## src/tae_pkg.sv

```systemverilog
// types and constants shared by the trace atom and exception element generator
package tae_pkg;

   // ----------------------------------------------------------------
   // sizes and values after reset
   // ----------------------------------------------------------------
   localparam int         FIFO_DEPTH    = 32;     // element buffer depth
   localparam int         ADDR_W        = 64;     // virtual address width
   localparam int         CTX_W         = 32;     // context word width
   localparam int         VA_BITS_DFLT  = 48;     // default maximum virtual address size
   localparam logic       SUPPRESS_RST  = 1'b0;   // normal atom mode after reset
   localparam logic       LAST_TGT_RST  = 1'b0;   // no target address pending after reset

   // ----------------------------------------------------------------
   // retired instruction classes
   // ----------------------------------------------------------------
   typedef enum logic [1:0] {
      IK_OTHER,
      IK_BRANCH,
      IK_SYNC_BARRIER,
      IK_WAIT
   } tae_insn_kind_t;

   // ----------------------------------------------------------------
   // trace element kinds
   // ----------------------------------------------------------------
   typedef enum logic [2:0] {
      EL_ATOM_E,
      EL_ATOM_N,
      EL_SRC_ADDR,
      EL_TGT_ADDR,
      EL_CONTEXT,
      EL_EXCEPTION,
      EL_MISPREDICT
   } tae_elem_kind_t;

   // ----------------------------------------------------------------
   // one report from the core pipeline
   // ----------------------------------------------------------------
   typedef struct packed {
      tae_insn_kind_t     kind;        // instruction class
      logic               cond;        // instruction is conditional
      logic               cond_pass;   // condition check passed
      logic               pred_fail;   // predicted to fail its condition
      logic               taken;       // branch taken
      logic               ctx_sync;    // barrier performed context synchronization
      logic               indirect;    // indirect branch
      logic               broadcast;   // direct branch in a broadcast region
      logic               undef;       // failing instruction raises undefined exception
      logic               exc;         // exceptional occurrence
      logic               rs_match;    // return stack match drops the target address
      logic               ctx_change;  // context changed at preceding target
      logic               misp;        // earlier not taken instruction was mispredicted
      logic [ADDR_W-1:0]  addr;        // instruction virtual address
      logic [ADDR_W-1:0]  ret_addr;    // preferred exception return address
      logic [CTX_W-1:0]   ctx;         // originating context
   } tae_retire_t;

   // ----------------------------------------------------------------
   // one trace element
   // ----------------------------------------------------------------
   typedef struct packed {
      tae_elem_kind_t     kind;        // element kind
      logic               spec;        // element is speculative
      logic               invalid;     // carried address is invalid
      logic [ADDR_W-1:0]  addr;        // carried address
      logic [CTX_W-1:0]   ctx;         // context for context elements
   } tae_elem_t;

endpackage : tae_pkg

```

## src/tae_gen.sv

```systemverilog
// trace atom and exception element generator with its output element fifo
//
// Operation
// taken branch gives E atom or source address
// not taken gives N atom or nothing
// once omitted, keep omitting until taken/exception
// exception during omission gives exception element
// taken after omission gives source address element
// mispredicted omitted instruction gives source address
// atoms leave strictly in program order
// unconditional N atom later gets mispredict correction
// failing barrier without sync is not taken
// failing barrier with sync is taken
// passing barrier is always taken
// wait instructions optionally branch class, give atoms
// passing conditional wait gives E atom
// failing nop branch gives N atom
// failing undefined branch gives exception, no atom
// every atom is marked speculative
// traced exceptional occurrence gives exception element
// exception elements kept in program order
// target address before exception in three cases
// context element before exception on context change
// invalid fetch address returned in full
// source address is taken instruction address
// omission state cleared on reset and restart
`timescale 1ns/1ps

// ----------------------------------------------------------------
// synchronous fifo
// ----------------------------------------------------------------
module tae_fifo #(
   parameter int WIDTH = 8,
   parameter int DEPTH = 32
) (
   input  wire logic             clk,
   input  wire logic             rst_n,
   input  wire logic             in_valid,
   output logic                  in_ready,
   input  wire logic [WIDTH-1:0] in_data,
   output logic                  out_valid,
   input  wire logic             out_ready,
   output logic      [WIDTH-1:0] out_data
);
   localparam int AW = $clog2(DEPTH);

   logic [WIDTH-1:0] mem [DEPTH];
   logic [AW-1:0]    wr_ptr;
   logic [AW-1:0]    rd_ptr;
   logic [AW:0]      count;
   wire              do_wr;
   wire              do_rd;
   wire              full;
   wire              empty;

   // full and empty come straight from the word count
   assign full      = (count == (AW+1)'(DEPTH));
   assign empty     = (count == '0);
   assign in_ready  = ~full;
   assign out_valid = ~empty;
   assign out_data  = mem[rd_ptr];
   assign do_wr     = in_valid & in_ready;
   assign do_rd     = out_valid & out_ready;

   // ----------------------------------------------------------------
   // storage
   // ----------------------------------------------------------------

   // storage array, no reset needed
   always_ff @(posedge clk) begin
      if (do_wr) begin
         mem[wr_ptr] <= in_data;
      end
   end

   // ----------------------------------------------------------------
   // occupancy
   // ----------------------------------------------------------------

   // pointers and occupancy
   always_ff @(posedge clk) begin
      if (!rst_n) begin
         wr_ptr <= '0;
         rd_ptr <= '0;
         count  <= '0;
      end else begin
         if (do_wr) begin
            wr_ptr <= AW'(wr_ptr + 1'b1);
         end
         if (do_rd) begin
            rd_ptr <= AW'(rd_ptr + 1'b1);
         end
         unique case ({do_wr, do_rd})
            2'b10:   count <= (AW+1)'(count + 1'b1);
            2'b01:   count <= (AW+1)'(count - 1'b1);
            default: count <= count;
         endcase
      end
   end
endmodule : tae_fifo

// ----------------------------------------------------------------
// element generator top
// ----------------------------------------------------------------
module tae_gen
   import tae_pkg::*;
#(
   parameter int   VA_BITS        = tae_pkg::VA_BITS_DFLT,
   parameter logic WAIT_IS_BRANCH = 1'b1,
   parameter int   DEPTH          = tae_pkg::FIFO_DEPTH
) (
   input  wire logic                CLK,
   input  wire logic                RST_N,
   input  wire logic                IN_VALID,
   output logic                     IN_READY,
   input  wire tae_pkg::tae_retire_t IN_REC,
   input  wire logic                SUPPRESS_EN,
   input  wire logic                TRACE_RESTART,
   output logic                     WAIT_CLASS_MODE,
   output logic                     OUT_VALID,
   input  wire logic                OUT_READY,
   output tae_pkg::tae_elem_t       OUT_ELEM
);
   import tae_pkg::*;

   typedef enum {
      ST_IDLE,
      ST_TGT,
      ST_CTX,
      ST_EXC
   } tae_state_t;

   // ----------------------------------------------------------------
   // helper functions
   // ----------------------------------------------------------------

   // upper address bits not all equal means invalid
   function automatic logic addr_invalid(input logic [ADDR_W-1:0] a);
      logic [ADDR_W-1:0] hi;
      logic [ADDR_W-1:0] ones;
      hi           = a >> VA_BITS;
      ones         = {ADDR_W{1'b1}} >> VA_BITS;
      addr_invalid = (hi != '0) && (hi != ones);
   endfunction : addr_invalid

   // build one element
   function automatic tae_elem_t mk_elem(input tae_elem_kind_t k,
                                         input logic [ADDR_W-1:0] a,
                                         input logic [CTX_W-1:0] c);
      tae_elem_t e;
      e.kind    = k;
      e.spec    = (k == EL_ATOM_E) || (k == EL_ATOM_N);
      e.invalid = addr_invalid(a);
      e.addr    = a;
      e.ctx     = c;
      mk_elem   = e;
   endfunction : mk_elem

   // ----------------------------------------------------------------
   // state
   // ----------------------------------------------------------------
   tae_state_t        state;
   tae_state_t        next_state;
   logic              suppress;        // N atoms being omitted
   logic              next_suppress;
   logic              last_tgt;        // next exception needs target address
   logic              next_last_tgt;
   logic [ADDR_W-1:0] h_addr;          // held exception origin
   logic [ADDR_W-1:0] h_ret;           // held return address
   logic [CTX_W-1:0]  h_ctx;           // held context
   logic              h_ctx_need;      // held context change flag

   // ----------------------------------------------------------------
   // classification of the incoming report
   // ----------------------------------------------------------------
   wire is_branch = (IN_REC.kind == IK_BRANCH);
   wire is_isb    = (IN_REC.kind == IK_SYNC_BARRIER);
   wire is_wait   = (IN_REC.kind == IK_WAIT) & WAIT_IS_BRANCH;
   wire is_p0     = is_branch | is_isb | is_wait;
   wire c_fail    = IN_REC.cond & (~IN_REC.cond_pass | IN_REC.pred_fail);
   wire isb_tkn   = ~IN_REC.cond | IN_REC.cond_pass | IN_REC.ctx_sync;
   wire wait_tkn  = ~IN_REC.cond | IN_REC.cond_pass;
   wire br_tkn    = IN_REC.taken & ~c_fail;
   wire undef_f   = is_branch & c_fail & IN_REC.undef;
   wire exc_path  = IN_REC.exc | undef_f;
   wire taken     = is_isb ? isb_tkn : (is_wait ? wait_tkn : br_tkn);
   wire omit_n    = ~taken & (suppress | SUPPRESS_EN);
   wire [ADDR_W-1:0] ret_a = undef_f ? IN_REC.addr : IN_REC.ret_addr;

   // ----------------------------------------------------------------
   // direct elements
   // ----------------------------------------------------------------

   // direct element for non exception reports
   wire direct_emit = IN_REC.misp | (is_p0 & (taken | ~omit_n));
   wire tae_elem_kind_t direct_kind =
        IN_REC.misp ? (suppress ? EL_SRC_ADDR : EL_MISPREDICT) :
        taken       ? (suppress ? EL_SRC_ADDR : EL_ATOM_E)     :
                      EL_ATOM_N;

   // exception sequence needs
   wire need_tgt = last_tgt & ~IN_REC.rs_match;
   wire need_ctx = IN_REC.ctx_change;

   // ----------------------------------------------------------------
   // fifo write side
   // ----------------------------------------------------------------
   wire       idle      = (state == ST_IDLE);
   wire       fifo_rdy;
   wire       push_v;
   tae_elem_t push_e;

   // one element per cycle keeps program order
   assign push_v = idle ? (IN_VALID & direct_emit & ~exc_path) : 1'b1;
   assign IN_READY = idle & (fifo_rdy | exc_path | ~direct_emit);

   wire accept = IN_VALID & IN_READY;

   // element selection by sequence step
   always_comb begin
      unique case (state)
         ST_IDLE: push_e = mk_elem(direct_kind, IN_REC.addr, '0);
         ST_TGT:  push_e = mk_elem(EL_TGT_ADDR, h_addr, '0);
         ST_CTX:  push_e = mk_elem(EL_CONTEXT, h_addr, h_ctx);
         ST_EXC:  push_e = mk_elem(EL_EXCEPTION, h_ret, '0);
      endcase
   end

   // ----------------------------------------------------------------
   // sequence control
   // ----------------------------------------------------------------
   wire step = fifo_rdy;

   // next state of the exception sequence
   always_comb begin
      next_state = state;
      unique case (state)
         ST_IDLE: begin
            if (accept && exc_path) begin
               next_state = need_tgt ? ST_TGT : (need_ctx ? ST_CTX : ST_EXC);
            end
         end
         ST_TGT: begin
            if (step) begin
               next_state = h_ctx_need ? ST_CTX : ST_EXC;
            end
         end
         ST_CTX: begin
            if (step) begin
               next_state = ST_EXC;
            end
         end
         ST_EXC: begin
            if (step) begin
               next_state = ST_IDLE;
            end
         end
      endcase
   end

   // ----------------------------------------------------------------
   // omission tracking
   // ----------------------------------------------------------------

   // omission and pending target tracking
   always_comb begin
      next_suppress = suppress;
      next_last_tgt = last_tgt;
      if (accept) begin
         if (exc_path) begin
            next_suppress = 1'b0;
            next_last_tgt = 1'b1;
         end else if (IN_REC.misp) begin
            next_suppress = 1'b0;
         end else if (is_p0 && taken) begin
            next_suppress = 1'b0;
            next_last_tgt = IN_REC.indirect | IN_REC.broadcast;
         end else if (is_p0) begin
            next_suppress = omit_n;
            next_last_tgt = 1'b0;
         end
      end
      if (TRACE_RESTART) begin
         next_suppress = SUPPRESS_RST;
      end
   end

   // ----------------------------------------------------------------
   // registers
   // ----------------------------------------------------------------

   // state registers
   always_ff @(posedge CLK) begin
      if (!RST_N) begin
         state    <= ST_IDLE;
         suppress <= SUPPRESS_RST;
         last_tgt <= LAST_TGT_RST;
      end else begin
         state    <= next_state;
         suppress <= next_suppress;
         last_tgt <= next_last_tgt;
      end
   end

   // ----------------------------------------------------------------
   // exception capture
   // ----------------------------------------------------------------

   // held exception details
   always_ff @(posedge CLK) begin
      if (!RST_N) begin
         h_addr     <= '0;
         h_ret      <= '0;
         h_ctx      <= '0;
         h_ctx_need <= 1'b0;
      end else if (accept && exc_path) begin
         h_addr     <= IN_REC.addr;
         h_ret      <= ret_a;
         h_ctx      <= IN_REC.ctx;
         h_ctx_need <= need_ctx;
      end
   end

   // ----------------------------------------------------------------
   // output element buffer
   // ----------------------------------------------------------------
   tae_fifo #(
      .WIDTH ($bits(tae_elem_t)),
      .DEPTH (DEPTH)
   ) u_fifo (
      .clk       (CLK),
      .rst_n     (RST_N),
      .in_valid  (push_v),
      .in_ready  (fifo_rdy),
      .in_data   (push_e),
      .out_valid (OUT_VALID),
      .out_ready (OUT_READY),
      .out_data  (OUT_ELEM)
   );

   // ----------------------------------------------------------------
   // identification
   // ----------------------------------------------------------------

   // wait class choice reported outward
   assign WAIT_CLASS_MODE = WAIT_IS_BRANCH;

endmodule : tae_gen

```

## config.mk

```make
export PLATFORM = sky130hd
export DESIGN_NAME = tae_gen
export DESIGN_NICKNAME = d
export VERILOG_FILES = /design/src/tae_pkg.sv /design/src/tae_gen.sv
export SDC_FILE = /design/constraint.sdc
export NUM_CORES = 2
export LEC_CHECK = 0
export ABC_CLOCK_PERIOD_IN_PS = 9300
export BUFFER_PORTS_ARGS = -buffer_cell sky130_fd_sc_hd__buf_2
export CORE_AREA = 2 2 689 485
export CTS_BUF_LIST = sky130_fd_sc_hd__clkbuf_4
export DETAILED_ROUTE_END_ITERATION = 10
export DIE_AREA = 0 0 691 487
export PLACE_DENSITY_LB_ADDON = 0.05
export SKIP_CTS_REPAIR_TIMING = 1
export SLEW_MARGIN = 20
export SYNTH_ARGS = -nofsm -noshare
export SYNTH_HDL_FRONTEND = slang
export SYNTH_SLANG_ARGS = --single-unit
```

## constraint.sdc

```tcl
create_clock -name CLK -period 9.3 [get_ports CLK]
set_input_delay 0.93 -clock CLK [delete_from_list [all_inputs] [get_ports CLK]]
set_output_delay 0.93 -clock CLK [all_outputs]
set_load 0.02 [all_outputs]
```

== Word level (Yosys, flattened, before mapping) ==
Memories as Yosys holds them, arrays and structs flattened. A register that Yosys moved wholly into a read port is not among the register bits.
Index checks and enable logic that the tools add are counted.
Storage, ports and cells
  register bits: 211
  bits in latches: 0
  bits in writable memories: 3232
  ROM bits: 0
  bits of input ports: 180
  output and inout port bits: 104
  logic and storage cells: 119
  memories: 1
Memories
  u_fifo.mem: words 32, bits a word 101, read ports 1, clocked after Yosys merged registers in 1, write ports 1, line tae_gen.sv:47  | logic [WIDTH-1:0] mem [DEPTH];
Operators by class
  $add $sub $neg: 4
  $mul: 0
  div/mod/pow operators: 0
  order comparisons: 0
  eq/ne operators: 18
  shift operators: 0
  multiplexer cells: 30
  bitwise operators: 36
  reduce and logical (&&, ||, !) cells: 20
Operator list (number)
  case mux 101 bit (4 select lines): 1
  nonzero test 64 bit: 3
  two-way mux 32 bit: 4
  case mux 32 bit (4 select lines): 1
  == test 32 x 2 -> 1 bit (second input constant): 2
  logical NOT 32 bit: 2
  two-way mux 64 bit: 1
  inequality test 16 bit (second input constant): 3
  == test 32 x 1 -> 1 bit (second input constant): 1
  two-way mux 1 bit: 15
  AND 1 bit: 13
  bitwise OR 1 bit: 12
  case mux 6 bit (2 select lines): 1
  NOT 1 bit: 11
  adder 5 x 1 -> 5 bit (second input constant): 2
  two-way mux 5 bit: 2
  inequality test 2 bit (second input constant): 4
  adder 6 x 1 -> 6 bit (second input constant): 1
  == test 2 bit (second input constant): 3
  == test 6 bit (second input constant): 1
  logical NOT 6 bit: 1
  two-way mux 2 bit: 3
  two-way mux 3 bit: 2
  subtractor 6 x 1 -> 6 bit (second input constant): 1
  other kinds (13): 18

== Depth between registers and ports, before layout ==
  depth after elaboration: 20
  mapped depth: 17
  mapped depth without buffers: 14

== Modules after synthesis ==
A second synthesis with hierarchy kept.
Unflattened totals
  cell total of the unflattened synthesis: 6614
  area total of the unflattened synthesis: 132457.0 um^2
By module, submodules not included
  tae_fifo: instances 1, cells each 5545, area each 123822.5 um^2, sequential area each 97473.5 um^2
  tae_gen: instances 1, cells each 1069, area each 8634.5 um^2, sequential area each 3303.2 um^2

== Worst setup path before layout ==
No wires, ideal clock.
  kind: input to register
  from: in IN_REC[164] in the netlist's numbering
  to: mem u_fifo.mem[15][0] in the netlist's numbering, enable pin
  setup time: 0.684 ns
  arrival time: 8.913 ns
  required time: 8.616 ns
  slack: -0.298 ns
  stages on the path: 5
  path buffers: 0
  path through: and3b_1 -> a311oi_1 -> o311a_1 -> o21ai_1 -> nor3_1
On the way
  cells in the longest elaborated chain, start to end: 8
RTL lines
  from (decl): line tae_gen.sv:116  | input wire tae_pkg::tae_retire_t IN_REC,
  AND 1 bit: line tae_gen.sv:184  | wire undef_f = is_branch & c_fail & IN_REC.undef;
  bitwise OR 1 bit: line tae_gen.sv:185  | wire exc_path = IN_REC.exc | undef_f;
  NOT 1 bit: line tae_gen.sv:214  | assign push_v = idle ? (IN_VALID & direct_emit & ~exc_path) : 1'b1;
  AND 1 bit: line tae_gen.sv:214
  two-way mux 1 bit: line tae_gen.sv:214
  AND 1 bit: line tae_gen.sv:62  | assign do_wr = in_valid & in_ready;
  two-way mux 1 bit: line tae_gen.sv:71  | if (do_wr) begin
  two-way mux 1 bit (not written as such): line tae_gen.sv:72  | mem[wr_ptr] <= in_data;
  to (decl): line tae_gen.sv:47
Every way passes these cells.

==> impl.org <==
** Synthesis
- Cells after Synth :: 5820
- Number of unique standard cell types used by synthesis :: 55
- Counting flops and latches in the post-synthesis netlist gives 3418.
- After synthesis, the mean cell area works out to 22.6 um^2.
- Summing every instance area after synthesis gives 132000 um^2.
- Of the total synthesized cell area, the portion taken by XOR and XNOR cells is 0.000599.
- Of the total synthesized cell area, the portion taken by full adders, half adders and majority gates is 0.00114.
- Top flip-flop cell by instance count after synthesis :: edfxtp_1
- For this run, the number of Yosys warnings is 0.
- Seq/Total Area, Yosys :: 0.766
- Compound-Gate Fraction of Synth Area :: 0.0163
- In the synthesized netlist the async set-or-reset flop fraction comes to 0.
- When the netlist entered floorplanning its net count stood at 6012.
- Of the total synthesized cell area, the portion taken by AND, OR, NAND and NOR gates is 0.0170.
- By area, the combinational part of the netlist is dominated by multiplexers.
- Count of flip-flops with a built-in enable after synthesis :: 3232
- Of the post-synthesis cell area, the part taken by muxes is 0.187.

** Min path
- In this run the most critical hold path is launched from IN_VALID.
- Min-Delay Path Depth :: 5
- The path class of the tightest hold or removal check is primary input to flip-flop.
- The worst hold path terminates at state[1].

** Power and ir drop
- Peak supply drop :: 0.000219 V
- Proportion of power drawn by flip-flops and latches :: 0.455
- Switching share of total power :: 0.302
- Sw power :: 12.6 mW
- Power density over the cells :: 274 nW/um^2
- Int Pwr :: 29.0 mW
- Of the total power, combinational logic draws 0.248.
- Clock network fraction of design power :: 0.297
- The analysis attributes to cell leakage a power of 49.7 nW.

** Critical path
- For the worst setup path, the data required time is 8370 ps.
- Delay of the slowest critical-path stage :: 1040 ps
- R2R Setup Slk :: 5090 ps
- Worst path cell trace :: buf_4 -> buf_12 -> mux4_2 -> mux4_2 -> mux2_2 -> buf_2
- By instance count, the cell type seen most on the critical path is mux4_2.
- Launch instance of the worst register-to-register path :: u_fifo.count[0]
- On the critical path, the stage with the largest delay is an instance of dfxtp_4.
- Kind of critical path :: flip-flop to output pin
- The worst setup path is launched from a flip-flop.
- Cell depth of the worst flop-to-flop path :: 7
- Worst R2R End :: u_fifo.mem[24][74]
- Nature of the critical path endpoint :: output pin
- Critical path peak fanout :: 61
- Crit path DAT :: 5250 ps

** Drt
- Starting DRT DRC Count :: 6275
- Via density per instance :: 5.57
- # DRC :: 0
- Count of vias placed by the detailed router :: 66500
- Detailed-routing iteration count for the pre-antenna-repair pass :: 8
- Post-route ant nets :: 0
- After detailed routing, the average wire length per cell comes to 32.1 um.
- Final routed wirelength across all metal layers :: 383 mm

** STA
- Setup repair after global routing left no endpoint under its margin.
- Slew at the pin with the worst max-slew slack :: 1180 ps
- Number of endpoints failing setup at the final stage :: 0
- On the final layout, the worst clock skew is 115 ps.
- Dividing the final minimum period by the clock period gives 0.664.
- The number of failing hold endpoints at the final stage came to 0.
- The worst pin sits at a relative slew slack of 0.213.
- Maximum clock rate :: 162 MHz
- The worst path needs 6180 ps of the cycle, external delays included.
- Setup slack on the critical path of the routed design comes to 3120 ps.
- Final-layout setup total negative slack :: 0 ps
- Max-slew violation count :: 0

** Global routing
- After global routing the overflow that remains totals 0.
- Initial antenna violation count :: 18
- For this run, the total global-route usage over all layers was measured as 0.225.
- Pin count of the biggest net entering global routing :: 142
- The first global-routing pass estimated 533 mm of wire.
- Number of global-route vias before repair :: 68800

** Place
- Placer congestion estimate :: 0.733
- OpenSTA, run right after detailed placement, puts the worst setup slack at 4340 ps.
- Number of buffer cells added on primary ports :: 282
- The HPWL after detailed placement is 196 mm.

** Clocking
- Clock input transition at the sequential cells of the worst setup and hold paths :: 60 ps
- The clock passes through at most 4 buffers.
- The number of clock buffers added by TritonCTS is 838.
- Root buffer cell :: clkbuf_4
- Number of clock sinks :: 3418
- CTS H-Tree Depth :: 6
- Clock latency on the worst-skew pair, taken at its later pin, is 1440 ps.
- Clock tree from TritonCTS :: yes

** Final layout
- Final core utilization :: 0.459
- Relative to the synthesized area, the layout overhead comes to 15.3%.
- The net count of the finished layout is 7149.
- Of the cells placed in the final design, the portion with a size suffix greater than 1 is 0.401.

** Die
- The die is 691 um wide.
- Total Die Area :: 337000 um^2
- Overall die height :: 487 um
- In this run the core area contains 177 standard-cell rows.
- For this configuration, the core starts out at a cell density of 0.398.
- The floorplan step defined a core boundary enclosing 330000 um^2.
- IO Count :: 284

** Flow run
- Max-cap violations :: 0

** Outcome
- Outcome :: completed
==> sequential cells by signal, summed over array words and instances, names as in the netlist, 2 cells and up, named ones only <==
name / count
h_addr: 64
h_ctx: 32
h_ret: 64
state: 2
u_fifo.count: 6
u_fifo.mem: 3232
u_fifo.rd_ptr: 5
u_fifo.wr_ptr: 5
==> routing by layer <==
| layer | global-route usage | wire [um] | vias up |
|---|---|---|---|
| met4 | 0.0537 | 7060 | 10 |
| met3 | 0.0386 | 20900 | 488 |
| met1 | 0.335 | 176000 | 36200 |
| met2 | 0.347 | 179000 | 2255 |
| met5 | 0 | 65 | - |
| li1 | - | - | 27500 |
==> Yosys cell counts, types with 2 or more instances <==
| library cell | number | area, um^2 |
|---|---|---|
| edfxtp_1 | 3232 | 97100 |
| mux4_2 | 1010 | 22700 |
| nand2_1 | 267 | 1000 |
| clkbuf_1 | 217 | 815 |
| dfxtp_1 | 186 | 3720 |
| a21oi_1 | 115 | 576 |
| mux2_2 | 101 | 1140 |
| nor2_1 | 86 | 323 |
| o21ai_0 | 77 | 385 |
| buf_2 | 71 | 355 |
| mux2i_1 | 70 | 701 |
| a22oi_1 | 66 | 495 |
| a211oi_1 | 65 | 488 |
| buf_1 | 40 | 150 |
| and2_1 | 32 | 200 |
| and3_1 | 27 | 169 |
| nand4_1 | 18 | 113 |
| buf_6 | 15 | 169 |
| ha_1 | 12 | 150 |
| nor4_1 | 12 | 75.1 |
| nor2b_1 | 11 | 68.8 |
| inv_1 | 10 | 37.5 |
| nand2b_1 | 9 | 56.3 |
| nand3_1 | 7 | 35.0 |
| nor3_1 | 6 | 30.0 |
| or3_1 | 6 | 37.5 |
| xor2_1 | 6 | 52.6 |
| and3b_1 | 4 | 35.0 |
| nor3b_1 | 4 | 30.0 |
| or2_2 | 4 | 25.0 |
| or4_1 | 3 | 22.5 |
| xnor2_1 | 3 | 26.3 |
| a221oi_1 | 2 | 17.5 |
| a31oi_1 | 2 | 12.5 |
| o21a_1 | 2 | 15.0 |
| o22ai_1 | 2 | 12.5 |
| o31a_1 | 2 | 17.5 |
==> layout make-up <==
type	instances	area, um^2
multi-input cells	2047	29900
repair buffers	641	5070
clock buffers	1259	9450
flip-flops and latches	3418	101000
clock inverters	171	891
inverters	11	46.3
diodes	8	20.0
well taps	4385	5490
fillers	28200	179000
==> critical path, delay by kind of cell, from the launching register on <==
family,cells,cell delay (ps)
buf+inv,3,1140
flops,1,1040
mux,3,1520
==> cell families (layout without fill, tap and decap cells) <==
| group | count (synthesis) | after routing |
|---|---|---|
| flops | 3418 | 3418 |
| mux | 1181 | 1181 |
| simple gates | 497 | 497 |
| buf+inv | 355 | 2082 |
| compound gates | 347 | 347 |
| fa+ha+maj | 12 | 12 |
| xor+xnor | 9 | 9 |
| other cells | 1 | 9 |
==> per-stage QoR <==
stage / total power [mW] / hold WS, ps / std cells / area (um^2)
final: 41.6 / 117 / 11900 / 152000
after global routing: 43.6 / 41.5 / 11900 / 152000
after CTS: 42.2 / -468 / 11800 / 150000
after detailed placement: 29.8 / 445 / 10300 / 139000
after global placement: 29.7 / 439 / 10300 / 139000
after floorplan: 25.8 / 432 / 5820 / 132000
==> power groups by stage <==
stage / Clock (mW) / Sequential (mW) / Combinational (mW)
after CTS: 12.8 / 19.0 / 10.5
after global routing: 13.5 / 19.0 / 11.1
after floorplan: 0 / 19.3 / 6.51
after global placement: 0 / 19.3 / 10.4
final: 12.3 / 18.9 / 10.3
after detailed placement: 0 / 19.3 / 10.5
==> worst max-delay path by stage <==
stage,cells past startpoint,slack (ps),end,start
after CTS,6,2770,OUT_ELEM[95],flip-flop
after global placement,8,4280,u_fifo.mem[9][32],IN_REC[169]
after floorplan,5,2260,u_fifo.mem[23][0],IN_REC[164]
after detailed placement,8,4340,u_fifo.mem[9][32],IN_REC[169]
after global routing,6,2730,OUT_ELEM[74],flip-flop
final,6,3120,OUT_ELEM[95],flip-flop
==> cells in the final DEF (no fill, tap or decap), drive strengths merged, types with 8 or more instances in the layout <==
master       instances
edfxtp            3232
clkbuf            1259
mux4              1010
buf                475
nand2              267
dfxtp              186
dlygate4sd3        166
clkinv             146
a21oi              115
mux2               101
nor2                86
o21ai               78
mux2i               70
a22oi               66
a211oi              65
and2                32
and3                27
inv                 25
nand4               18
nor4                12
ha                  12
nor2b               11
nand2b               9
diode                8
bufinv               8
(Power assumes the default switching activity.)
